==> config.mk <==
export PLATFORM = sky130hd
export DESIGN_NAME = status_alarm_register_bank
export DESIGN_NICKNAME = d
export VERILOG_FILES = /design/src/include/status_alarm_pkg.sv /design/src/status_alarm_register_bank.sv /design/src/link_watch.sv /design/src/serial_reg_port.sv
export VERILOG_INCLUDE_DIRS = /design/src /design/src/include
export SDC_FILE = /design/constraint.sdc
export NUM_CORES = 1
export LEC_CHECK = 0
export BUFFER_PORTS_ARGS = -buffer_cell sky130_fd_sc_hd__buf_2
export CAP_MARGIN = 20
export CORE_ASPECT_RATIO = 2
export CORE_MARGIN = 10
export CORE_UTILIZATION = 55
export CTS_CLUSTER_SIZE = 30
export DETAILED_ROUTE_END_ITERATION = 10
export GPL_ROUTABILITY_DRIVEN = 0
export MAX_ROUTING_LAYER = met4
export PLACE_DENSITY = 0.81
export SETUP_SLACK_MARGIN = 0.02
export SLEW_MARGIN = 40
export SYNTH_ARGS = -nofsm -noshare
export SYNTH_HDL_FRONTEND = slang
export SYNTH_HIERARCHICAL = 1
export SYNTH_SLANG_ARGS = --single-unit
==> constraint.sdc <==
create_clock -name clk -period 10 [get_ports clk]
set_input_delay 1 -clock clk [delete_from_list [all_inputs] [get_ports clk]]
set_output_delay 1 -clock clk [all_outputs]
set_load 0.01 [all_outputs]
==> src/include/status_alarm_cfg.svh <==
// Offsets, field positions, reset values and frame counts of the status bank.
// Assumes a 15-bit register address carried by the serial control port.
`ifndef STATUS_ALARM_CFG_SVH
`define STATUS_ALARM_CFG_SVH

// ****************************************
// Register offsets
// ****************************************
`define OFS_SELECT_READBACK 15'h03E0
`define OFS_ACCUM_READBACK 15'h03E1
`define OFS_TEMPERATURE 15'h0400
`define OFS_SENSOR_SLEEP 15'h0401
`define OFS_SYNC_STATUS 15'h0410
`define OFS_SYSTEM_ALARMS 15'h0430
`define OFS_ALARM_MASK 15'h0431

// ****************************************
// Field positions
// ****************************************
`define SELECT_FLAG_BIT 7
`define SLEEP_BIT 0
`define SYNC_REALIGN_BIT 3
`define SYNC_CONSISTENT_BIT 2
`define SYNC_OSC_BIT 1
`define SYNC_REF_BIT 0
`define ALM_LINK_LOST_BIT 7
`define ALM_TIMEOUT_BIT 6
`define ALM_CRC_BIT 5
`define ALM_CHIP_RESET_BIT 1
`define ALM_MISALIGN_BIT 0

// ****************************************
// Reset values and used-bit masks
// ****************************************
`define SLEEP_RESET 8'h00
`define MASK_RESET 8'h00
`define MASK_USED 8'hE1
`define ALARM_USED 8'hE3
`define ALARM_PIN_BITS 8'hE1
`define ACCUM_USED 8'h0F

// ****************************************
// Serial frame counts
// ****************************************
`define FRAME_BITS 5'd24
`define HEADER_BITS 5'd16

`endif

==> src/include/status_alarm_pkg.sv <==
// Types shared by the status bank and its serial port.
// Assumes nothing beyond a SystemVerilog package scope.
package status_alarm_pkg;

   // Serial port frame phase
   typedef enum logic [1:0] {
      PORT_IDLE = 2'b00,
      PORT_HEADER = 2'b01,
      PORT_DATA = 2'b10
   } port_state_t;

   typedef logic [7:0] reg_byte_t;

endpackage : status_alarm_pkg

==> src/status_alarm_register_bank.sv <==
// Status and alarm register bank: readbacks, temperature, sync and alarms.
// Assumes all event inputs are one-cycle pulses synchronous to clk.
`timescale 1ns/1ps
`default_nettype none
`include "status_alarm_cfg.svh"

module status_alarm_register_bank #(
   parameter int LANES = 2,
   parameter int LIMIT_W = 16
) (
   input wire logic clk,
   input wire logic reset_n,
   input wire logic softReset,
   // Serial control port
   input wire logic sclk,
   input wire logic csN,
   input wire logic mosi,
   output logic miso,
   output logic misoOe,
   // Fast reconfiguration interface captures
   input wire logic frTxnDone,
   input wire logic frSelectFlag,
   input wire logic frAccumWrite,
   input wire logic [3:0] frAccumField,
   // Temperature sensor
   input wire logic [7:0] sensorCode,
   input wire logic sensorCodeValid,
   output logic sensorSleep,
   // Synchronization events
   input wire logic dividerRealign,
   input wire logic refCheckDone,
   input wire logic refPhaseMatch,
   input wire logic oscSyncEvent,
   input wire logic refPulseSeen,
   // Serial link status
   input wire logic serialLinkEnable,
   input wire logic linkUp,
   input wire logic [LIMIT_W-1:0] linkTimeoutLimit,
   input wire logic coding64b66b,
   input wire logic [LANES-1:0] laneEnable,
   input wire logic [LANES-1:0] laneCrcFault,
   input wire logic dividerMisalign,
   input wire logic linkMisalign,
   // Alarm pin
   output logic alarmOut
);

   generate
      if (LANES < 1 || LANES > 8) begin : g_bad_lanes
         $error("status_alarm_register_bank: LANES out of range");
      end
   endgenerate

   // ****************************************
   // Reset release
   // ****************************************
   // Async assert, release through two flops to avoid recovery hazards
   logic rstMeta_q, rstSync_q;

   always_ff @(posedge clk or negedge reset_n) begin
      if (!reset_n) begin
         rstMeta_q <= 1'b0;
         rstSync_q <= 1'b0;
      end else begin
         rstMeta_q <= 1'b1;
         rstSync_q <= rstMeta_q;
      end
   end

   // ****************************************
   // Functions
   // ****************************************
   // Write-one-to-clear with set priority
   function automatic status_alarm_pkg::reg_byte_t sticky_next(
      input status_alarm_pkg::reg_byte_t cur,
      input status_alarm_pkg::reg_byte_t setBits,
      input status_alarm_pkg::reg_byte_t clrBits
   );
      sticky_next = (cur & ~clrBits) | setBits;
   endfunction : sticky_next

   // Address match for a write strobe
   function automatic logic hit(
      input logic [14:0] addr,
      input logic [14:0] ofs
   );
      hit = (addr == ofs);
   endfunction : hit

   // ****************************************
   // Serial port and link supervision
   // ****************************************
   logic [14:0] regAddr;
   logic [7:0] regWrData;
   logic regWrite;
   status_alarm_pkg::reg_byte_t readData;
   logic linkLostPulse, timeoutPulse;
   logic chipClear;

   assign chipClear = softReset;

   serial_reg_port u_port (
      .clk(clk),
      .rstSync_n(rstSync_q),
      .sclk(sclk),
      .csN(csN),
      .mosi(mosi),
      .rdData(readData),
      .miso(miso),
      .misoOe(misoOe),
      .regAddr(regAddr),
      .regWrData(regWrData),
      .regWrite(regWrite)
   );

   link_watch #(
      .LIMIT_W(LIMIT_W)
   ) u_link (
      .clk(clk),
      .rstSync_n(rstSync_q),
      .chipClear(chipClear),
      .linkUp(linkUp),
      .linkEnable(serialLinkEnable),
      .timeoutLimit(linkTimeoutLimit),
      .linkLostPulse(linkLostPulse),
      .timeoutPulse(timeoutPulse)
   );

   // ****************************************
   // Reconfiguration readbacks
   // ****************************************
   // Captured without synchronization; software reads only while idle
   logic selectFlag_q, selectFlag_d;
   logic [3:0] accumField_q, accumField_d;

   always_comb begin
      selectFlag_d = selectFlag_q;
      accumField_d = accumField_q;
      if (frTxnDone) begin
         selectFlag_d = frSelectFlag;
      end
      if (frAccumWrite) begin
         accumField_d = frAccumField;
      end
   end

   always_ff @(posedge clk or negedge rstSync_q) begin
      if (!rstSync_q) begin
         selectFlag_q <= 1'b0;
         accumField_q <= 4'h0;
      end else begin
         selectFlag_q <= selectFlag_d;
         accumField_q <= accumField_d;
      end
   end

   // ****************************************
   // Temperature sensor and sleep control
   // ****************************************
   // Reading is dropped to zero while asleep so stale codes never look valid
   status_alarm_pkg::reg_byte_t sleepReg_q, sleepReg_d;
   status_alarm_pkg::reg_byte_t tempReading_q, tempReading_d;
   logic sensorSleep_q, sensorSleep_d;

   always_comb begin
      sleepReg_d = sleepReg_q;
      tempReading_d = tempReading_q;
      if (chipClear) begin
         sleepReg_d = `SLEEP_RESET;
      end else if (regWrite && hit(regAddr, `OFS_SENSOR_SLEEP)) begin
         sleepReg_d = regWrData;
      end
      sensorSleep_d = sleepReg_d[`SLEEP_BIT];
      if (sleepReg_q[`SLEEP_BIT] || chipClear) begin
         tempReading_d = 8'h00;
      end else if (sensorCodeValid) begin
         tempReading_d = sensorCode;
      end
   end

   always_ff @(posedge clk or negedge rstSync_q) begin
      if (!rstSync_q) begin
         sleepReg_q <= `SLEEP_RESET;
         tempReading_q <= 8'h00;
         sensorSleep_q <= 1'b0;
      end else begin
         sleepReg_q <= sleepReg_d;
         tempReading_q <= tempReading_d;
         sensorSleep_q <= sensorSleep_d;
      end
   end

   // ****************************************
   // Synchronization status
   // ****************************************
   // Sticky bits 3,1,0 plus a live consistency bit that writes cannot touch
   logic [3:0] syncSticky_q, syncSticky_d;
   logic consistent_q, consistent_d;
   status_alarm_pkg::reg_byte_t syncSet, syncClr, syncNext;

   always_comb begin
      syncSet = 8'h00;
      syncSet[`SYNC_REALIGN_BIT] = dividerRealign;
      syncSet[`SYNC_OSC_BIT] = oscSyncEvent;
      syncSet[`SYNC_REF_BIT] = refPulseSeen;
      syncClr = 8'h00;
      if (regWrite && hit(regAddr, `OFS_SYNC_STATUS)) begin
         syncClr = regWrData & 8'h0B;
      end
      if (chipClear) begin
         syncClr = 8'hFF;
         syncSet = 8'h00;
      end
      syncNext = sticky_next({4'h0, syncSticky_q}, syncSet, syncClr);
      syncSticky_d = syncNext[3:0];
      syncSticky_d[`SYNC_CONSISTENT_BIT] = 1'b0;
      consistent_d = consistent_q;
      if (chipClear) begin
         consistent_d = 1'b0;
      end else if (refCheckDone) begin
         consistent_d = refPhaseMatch;
      end
   end

   always_ff @(posedge clk or negedge rstSync_q) begin
      if (!rstSync_q) begin
         syncSticky_q <= 4'h0;
         consistent_q <= 1'b0;
      end else begin
         syncSticky_q <= syncSticky_d;
         consistent_q <= consistent_d;
      end
   end

   // ****************************************
   // System alarms
   // ****************************************
   // Chip reset alarm rises one cycle after any reset, once flags are clear
   status_alarm_pkg::reg_byte_t alarms_q, alarms_d;
   status_alarm_pkg::reg_byte_t alarmSet, alarmClr;
   logic resetDone_q, resetDone_d;
   logic crcEvent, misalignEvent;

   always_comb begin
      crcEvent = coding64b66b & |(laneCrcFault & laneEnable);
      misalignEvent = dividerMisalign | (linkMisalign & serialLinkEnable);
      resetDone_d = ~chipClear;
      alarmSet = 8'h00;
      alarmSet[`ALM_LINK_LOST_BIT] = linkLostPulse;
      alarmSet[`ALM_TIMEOUT_BIT] = timeoutPulse;
      alarmSet[`ALM_CRC_BIT] = crcEvent;
      alarmSet[`ALM_CHIP_RESET_BIT] = ~resetDone_q;
      alarmSet[`ALM_MISALIGN_BIT] = misalignEvent;
      alarmClr = 8'h00;
      if (regWrite && hit(regAddr, `OFS_SYSTEM_ALARMS)) begin
         alarmClr = regWrData;
      end
      if (chipClear) begin
         alarmClr = 8'hFF;
         alarmSet = 8'h00;
      end
      alarms_d = sticky_next(alarms_q, alarmSet, alarmClr) & `ALARM_USED;
   end

   always_ff @(posedge clk or negedge rstSync_q) begin
      if (!rstSync_q) begin
         alarms_q <= 8'h00;
         resetDone_q <= 1'b0;
      end else begin
         alarms_q <= alarms_d;
         resetDone_q <= resetDone_d;
      end
   end

   // ****************************************
   // Alarm mask and alarm pin
   // ****************************************
   // Chip reset alarm is kept off the pin so boot does not assert it
   status_alarm_pkg::reg_byte_t mask_q, mask_d;
   logic alarmOut_q, alarmOut_d;

   always_comb begin
      mask_d = mask_q;
      if (chipClear) begin
         mask_d = `MASK_RESET;
      end else if (regWrite && hit(regAddr, `OFS_ALARM_MASK)) begin
         mask_d = regWrData & `MASK_USED;
      end
      alarmOut_d = |(alarms_q & ~mask_q & `ALARM_PIN_BITS);
   end

   always_ff @(posedge clk or negedge rstSync_q) begin
      if (!rstSync_q) begin
         mask_q <= `MASK_RESET;
         alarmOut_q <= 1'b0;
      end else begin
         mask_q <= mask_d;
         alarmOut_q <= alarmOut_d;
      end
   end

   // ****************************************
   // Read decode
   // ****************************************
   // Unmapped and reserved locations read zero
   always_comb begin
      readData = 8'h00;
      unique case (regAddr)
         `OFS_SELECT_READBACK: readData[`SELECT_FLAG_BIT] = selectFlag_q;
         `OFS_ACCUM_READBACK: readData = {4'h0, accumField_q};
         `OFS_TEMPERATURE: readData = tempReading_q;
         `OFS_SENSOR_SLEEP: readData = sleepReg_q;
         `OFS_SYNC_STATUS: readData = {4'h0, syncSticky_q[3],
            consistent_q, syncSticky_q[1:0]};
         `OFS_SYSTEM_ALARMS: readData = alarms_q;
         `OFS_ALARM_MASK: readData = mask_q;
         default: readData = 8'h00;
      endcase
   end

   assign sensorSleep = sensorSleep_q;
   assign alarmOut = alarmOut_q;

endmodule : status_alarm_register_bank

`default_nettype wire

==> src/link_watch.sv <==
// Serial link supervision: link-lost edge and link-down timeout events.
// Assumes link status inputs are synchronous to clk.
`timescale 1ns/1ps
`default_nettype none

module link_watch #(
   parameter int LIMIT_W = 16
) (
   input wire logic clk,
   input wire logic rstSync_n,
   input wire logic chipClear,
   input wire logic linkUp,
   input wire logic linkEnable,
   input wire logic [LIMIT_W-1:0] timeoutLimit,
   output logic linkLostPulse,
   output logic timeoutPulse
);

   generate
      if (LIMIT_W < 1 || LIMIT_W > 31) begin : g_bad_width
         $error("link_watch: LIMIT_W out of range");
      end
   endgenerate

   logic linkUpPrev_q, linkUpPrev_d;
   logic [LIMIT_W:0] downCount_q, downCount_d;
   logic lost_q, lost_d;
   logic expired_q, expired_d;

   // ****************************************
   // Edge and timeout detection
   // ****************************************
   // Count saturates one past the limit so the event fires exactly once
   always_comb begin
      linkUpPrev_d = linkUp;
      lost_d = linkUpPrev_q & ~linkUp & linkEnable;
      downCount_d = downCount_q;
      expired_d = 1'b0;
      if (linkUp || !linkEnable || chipClear) begin
         downCount_d = '0;
      end else if (downCount_q <= {1'b0, timeoutLimit}) begin
         downCount_d = downCount_q + 1'b1;
         expired_d = (downCount_q == {1'b0, timeoutLimit});
      end
   end

   always_ff @(posedge clk or negedge rstSync_n) begin
      if (!rstSync_n) begin
         linkUpPrev_q <= 1'b0;
         downCount_q <= '0;
         lost_q <= 1'b0;
         expired_q <= 1'b0;
      end else begin
         linkUpPrev_q <= linkUpPrev_d;
         downCount_q <= downCount_d;
         lost_q <= lost_d;
         expired_q <= expired_d;
      end
   end

   assign linkLostPulse = lost_q;
   assign timeoutPulse = expired_q;

endmodule : link_watch

`default_nettype wire

==> src/serial_reg_port.sv <==
// Serial control port slave: 24-bit frames, read flag, 15-bit address, 8 data.
// Assumes sclk, csN and mosi are synchronous to clk, each sclk level >= 2 clk.
`timescale 1ns/1ps
`default_nettype none
`include "status_alarm_cfg.svh"

module serial_reg_port (
   input wire logic clk,
   input wire logic rstSync_n,
   input wire logic sclk,
   input wire logic csN,
   input wire logic mosi,
   input wire logic [7:0] rdData,
   output logic miso,
   output logic misoOe,
   output logic [14:0] regAddr,
   output logic [7:0] regWrData,
   output logic regWrite
);

   status_alarm_pkg::port_state_t state_q, state_d;
   logic sclkPrev_q, sclkPrev_d;
   logic [4:0] bitCount_q, bitCount_d;
   logic [15:0] shift_q, shift_d;
   logic isRead_q, isRead_d;
   logic loadRead_q, loadRead_d;
   logic [7:0] outShift_q, outShift_d;
   logic miso_q, miso_d;
   logic misoOe_q, misoOe_d;
   logic [14:0] addr_q, addr_d;
   logic [7:0] wrData_q, wrData_d;
   logic write_q, write_d;
   logic rise, fall;

   // ****************************************
   // Frame sequencing
   // ****************************************
   // Read data is driven from the 16th rising edge; shifts on later falls
   always_comb begin
      rise = ~csN & sclk & ~sclkPrev_q;
      fall = ~csN & ~sclk & sclkPrev_q;
      sclkPrev_d = sclk;
      state_d = state_q;
      bitCount_d = bitCount_q;
      shift_d = shift_q;
      isRead_d = isRead_q;
      loadRead_d = 1'b0;
      outShift_d = outShift_q;
      miso_d = miso_q;
      misoOe_d = misoOe_q;
      addr_d = addr_q;
      wrData_d = wrData_q;
      write_d = 1'b0;
      if (csN) begin
         state_d = status_alarm_pkg::PORT_IDLE;
         bitCount_d = 5'd0;
         misoOe_d = 1'b0;
         miso_d = 1'b0;
      end else begin
         unique case (state_q)
            status_alarm_pkg::PORT_IDLE: begin
               state_d = status_alarm_pkg::PORT_HEADER;
            end
            status_alarm_pkg::PORT_HEADER: begin
               if (rise) begin
                  shift_d = {shift_q[14:0], mosi};
                  bitCount_d = bitCount_q + 5'd1;
                  if (bitCount_q == `HEADER_BITS - 5'd1) begin
                     state_d = status_alarm_pkg::PORT_DATA;
                     isRead_d = shift_q[14];
                     addr_d = {shift_q[13:0], mosi};
                     loadRead_d = shift_q[14];
                  end
               end
            end
            status_alarm_pkg::PORT_DATA: begin
               if (loadRead_q) begin
                  miso_d = rdData[7];
                  outShift_d = {rdData[6:0], 1'b0};
                  misoOe_d = 1'b1;
               end else if (fall && isRead_q && bitCount_q > `HEADER_BITS) begin
                  miso_d = outShift_q[7];
                  outShift_d = {outShift_q[6:0], 1'b0};
               end
               if (rise && bitCount_q < `FRAME_BITS) begin
                  shift_d = {shift_q[14:0], mosi};
                  bitCount_d = bitCount_q + 5'd1;
                  if (bitCount_q == `FRAME_BITS - 5'd1 && !isRead_q) begin
                     wrData_d = {shift_q[6:0], mosi};
                     write_d = 1'b1;
                  end
               end
            end
            default: begin
               state_d = status_alarm_pkg::PORT_IDLE;
            end
         endcase
      end
   end

   always_ff @(posedge clk or negedge rstSync_n) begin
      if (!rstSync_n) begin
         state_q <= status_alarm_pkg::PORT_IDLE;
         sclkPrev_q <= 1'b0;
         bitCount_q <= 5'd0;
         shift_q <= 16'h0000;
         isRead_q <= 1'b0;
         loadRead_q <= 1'b0;
         outShift_q <= 8'h00;
         miso_q <= 1'b0;
         misoOe_q <= 1'b0;
         addr_q <= 15'h0000;
         wrData_q <= 8'h00;
         write_q <= 1'b0;
      end else begin
         state_q <= state_d;
         sclkPrev_q <= sclkPrev_d;
         bitCount_q <= bitCount_d;
         shift_q <= shift_d;
         isRead_q <= isRead_d;
         loadRead_q <= loadRead_d;
         outShift_q <= outShift_d;
         miso_q <= miso_d;
         misoOe_q <= misoOe_d;
         addr_q <= addr_d;
         wrData_q <= wrData_d;
         write_q <= write_d;
      end
   end

   assign miso = miso_q;
   assign misoOe = misoOe_q;
   assign regAddr = addr_q;
   assign regWrData = wrData_q;
   assign regWrite = write_q;

endmodule : serial_reg_port

`default_nettype wire

==> metrics <==
Critical Path Sink Type flop; initial detailed-routing violation count 230; Layout Nets 673; total wire length 14500 µm; Die ar. 15600 µm²; Worst-path clk slew 0.05 ns; cts repair resizes 0; Crit path buffers/inverters 2; drt wl/cell 19.4 µm; Mean Syn Cell Area 10.9 µm²; CP Cell Sequence buf_2, inv_1, ha_1, nand4b_4, o21ai_0, a211oi_1, a31oi_4, or4_1, a21oi_1; critical path type in2reg; commonest non-fill, non-tap cells in the layout dfrtp_1 (115), buf_2 (55), mux2_2 (51), inv_1 (43), a21oi_1 (43); CTS tree built; total gr overflow 0; initial antenna violation count 0; Cells after DPL between 700 and 800; width of the chip 93.6 µm; Starting Density 0.565; worst vdd ir 0.141 mV; Top delay family on crit path compound AO/OA/AOI/OAI gates; Synth cell types 68; ys flop type dfrtp_1; Util after Layout 0.659; Slew HR 0.458; power per cell area 186 nW/µm²; IO Port Bufs 55; RSZ-0062 raised after global routing false; global-route wire length before repair 24000 µm; Synth Warn # 6; share of the synthesized area in the top cell type 0.487; Setup TNS Final 0 ns; Skew-Pair Late Insertion Delay between 0.4 and 0.5 ns; Root Driver clkbuf_16; clk buf depth 2; hold buffer count at cts 0; Finished Layout Cells 747; clock period minus worst slack roughly 3 ns; share of post-route cells with drive strength above 1 0.275; Placed Area 6300 µm²; crit path max-delay cell type or4_1; Post-synth EDFFs 0; largest area contributor in the netlist dfrtp_1; Fill cells 771; Slew Viols, Final 0; Worst Max-Slew Pin Slew 0.808 ns; H-tree Lvls 4; final setup skew 0.00630 ns; row count 53; register area 2910 µm²; Syn-to-layout area delta 16.7%; status complete, no violations; Crit path depth 9; Leak Pwr 0.00322 µW; commonest non-fill, non-tap cell in the layout dfrtp_1; # Post-CTS Setup Buffers 0; Core ar. 10500 µm²; max_cap viols 0; TritonCTS Sinks 116; DRC 0; final instance area 6950 µm²; async set-or-reset flop fraction in the synthesized netlist 1.00; TritonRoute pass-1 iters 5; R2R cell count 7; vias in the first global route 4925; cells after synthesis 544; vias per cell 6.10; Mapped Area 5950 µm²; fmax 0.338 GHz; multi-input logic area 2800 µm²; Setup crit start kind input port; CP max stage delay 0.61 ns; CP required just over 10 ns; Critical Path AT roughly 3.3 ns; Synthesized Nets 620; # IOs 56; final hold vios 0; antenna-violating nets left 0; CTS Buf Count 17; sequential element share of the synthesized area 0.487; Synth area leaders dfrtp_1 (49%), mux2_2 (9.6%), ha_1 (5.0%); via count approximately 4.6k; Max FO, Critical Path 32; die height approximately 170 µm; final worst-path cycle share 0.296; HP Class reg2async; largest net degree at the start of global routing 74; final setup vio count 0; Yosys reg bits 116; DP HPWL 10000 µm; n_diodes 0; total global-route track usage 0.198
[through the flow]
stage / total power (µW) / hold slack, ns / setup slack, ns
final: 1290 / 0.321 / 7.04
after CTS: 1300 / 0.337 / 7.07
after global placement: 662 / 0.324 / 6.66
after detailed placement: 675 / 0.325 / 6.62
after floorplan: 626 / 0.331 / 6.53
after global routing: 1340 / 0.349 / 6.86
[routing by layer]
| metal | vias to the layer above | global-route usage | wire length [µm] |
|---|---|---|---|
| met3 | 46 | 0.0506 | 562 |
| met4 | 0 | 0.103 | 480 |
| li1 | 2070 | - | - |
| met2 | 147 | 0.357 | 8400 |
| met5 | - | - | 0 |
| met1 | 2293 | 0.183 | 5050 |
[cells in the mapped netlist (3+ instances only)]
| master | n |
|---|---|
| dfrtp_1 | 116 |
| mux2_2 | 51 |
| a21oi_1 | 43 |
| inv_1 | 43 |
| o21ai_0 | 31 |
| nand2_1 | 26 |
| ha_1 | 24 |
| nand3_1 | 23 |
| nor2_1 | 23 |
| mux2i_1 | 13 |
| or3_1 | 12 |
| clkbuf_1 | 10 |
| a22oi_1 | 8 |
| buf_2 | 8 |
| nor4_1 | 7 |
| mux2_4 | 6 |
| o31ai_1 | 6 |
| or4_1 | 6 |
| and3_1 | 5 |
| nand4_1 | 5 |
| buf_6 | 4 |
| or4_4 | 4 |
| a222oi_1 | 3 |
| nor2b_1 | 3 |
| nor3_1 | 3 |
| nor3b_1 | 3 |
| nor4_4 | 3 |
| o21a_1 | 3 |
| o21ai_1 | 3 |
| or3b_2 | 3 |
[cells by family (layout without fill, tap and decap cells)]
logic type / count (synthesis) / count (layout) / share of synthesized area
xor+xnor: 4 / 4 / 0.00588
mux: 70 / 70 / 0.133
fa+ha+maj: 24 / 24 / 0.0504
buf+inv: 66 / 132 / 0.0490
simple gates: 148 / 148 / 0.155
other cells: 1 / 1 / 0.000630
compound gates: 115 / 115 / 0.118
flops: 116 / 116 / 0.487
[registers in the layout (all words and copies together), names as in the netlist, 2 cells and up]
name and flops:
u_link/downCount_q 17, u_port/regAddr 15, u_port/shift_q 15, sleepReg_q 8, tempReading_q 8, u_port/regWrData 8
u_port/outShift_q 7, alarms_q 5, u_port/bitCount_q 5, accumField_q 4, mask_q 4, syncSticky_q 3
u_port/state_q 2
[area by class of cell]
type                            count  share of cell area
Clock buffer                       23              0.0702
Tap cell                          137              0.0247
Multi-Input combinational cell    362               0.403
Sequential cell                   116               0.418
Clock inverter                      9              0.0180
Inverter                           43              0.0232
Timing Repair Buffer               57              0.0429
[worst paths after layout]
check	slack, ns	end	from
setup / recovery	7.04	u_link/downCount_q[9]	linkTimeoutLimit[14]
hold / removal	0.32	u_port/shift_q[11]	rstSync_q
setup reg to reg	7.32	u_link/downCount_q[9]	u_link/downCount_q[15]
hold reg to reg	0.32	u_port/shift_q[11]	rstSync_q
max in group asynchronous	8.64	u_port/outShift_q[2]	rstSync_q
min in group clk	0.35	rstSync_q	rstMeta_q
[report_power, final]
group	switching (µW)	internal, µW
Sequential	34.2	504
Clock	203	416
Combinational	68.0	65.4
Total	305	985
Power figures use the tool's default switching activity.
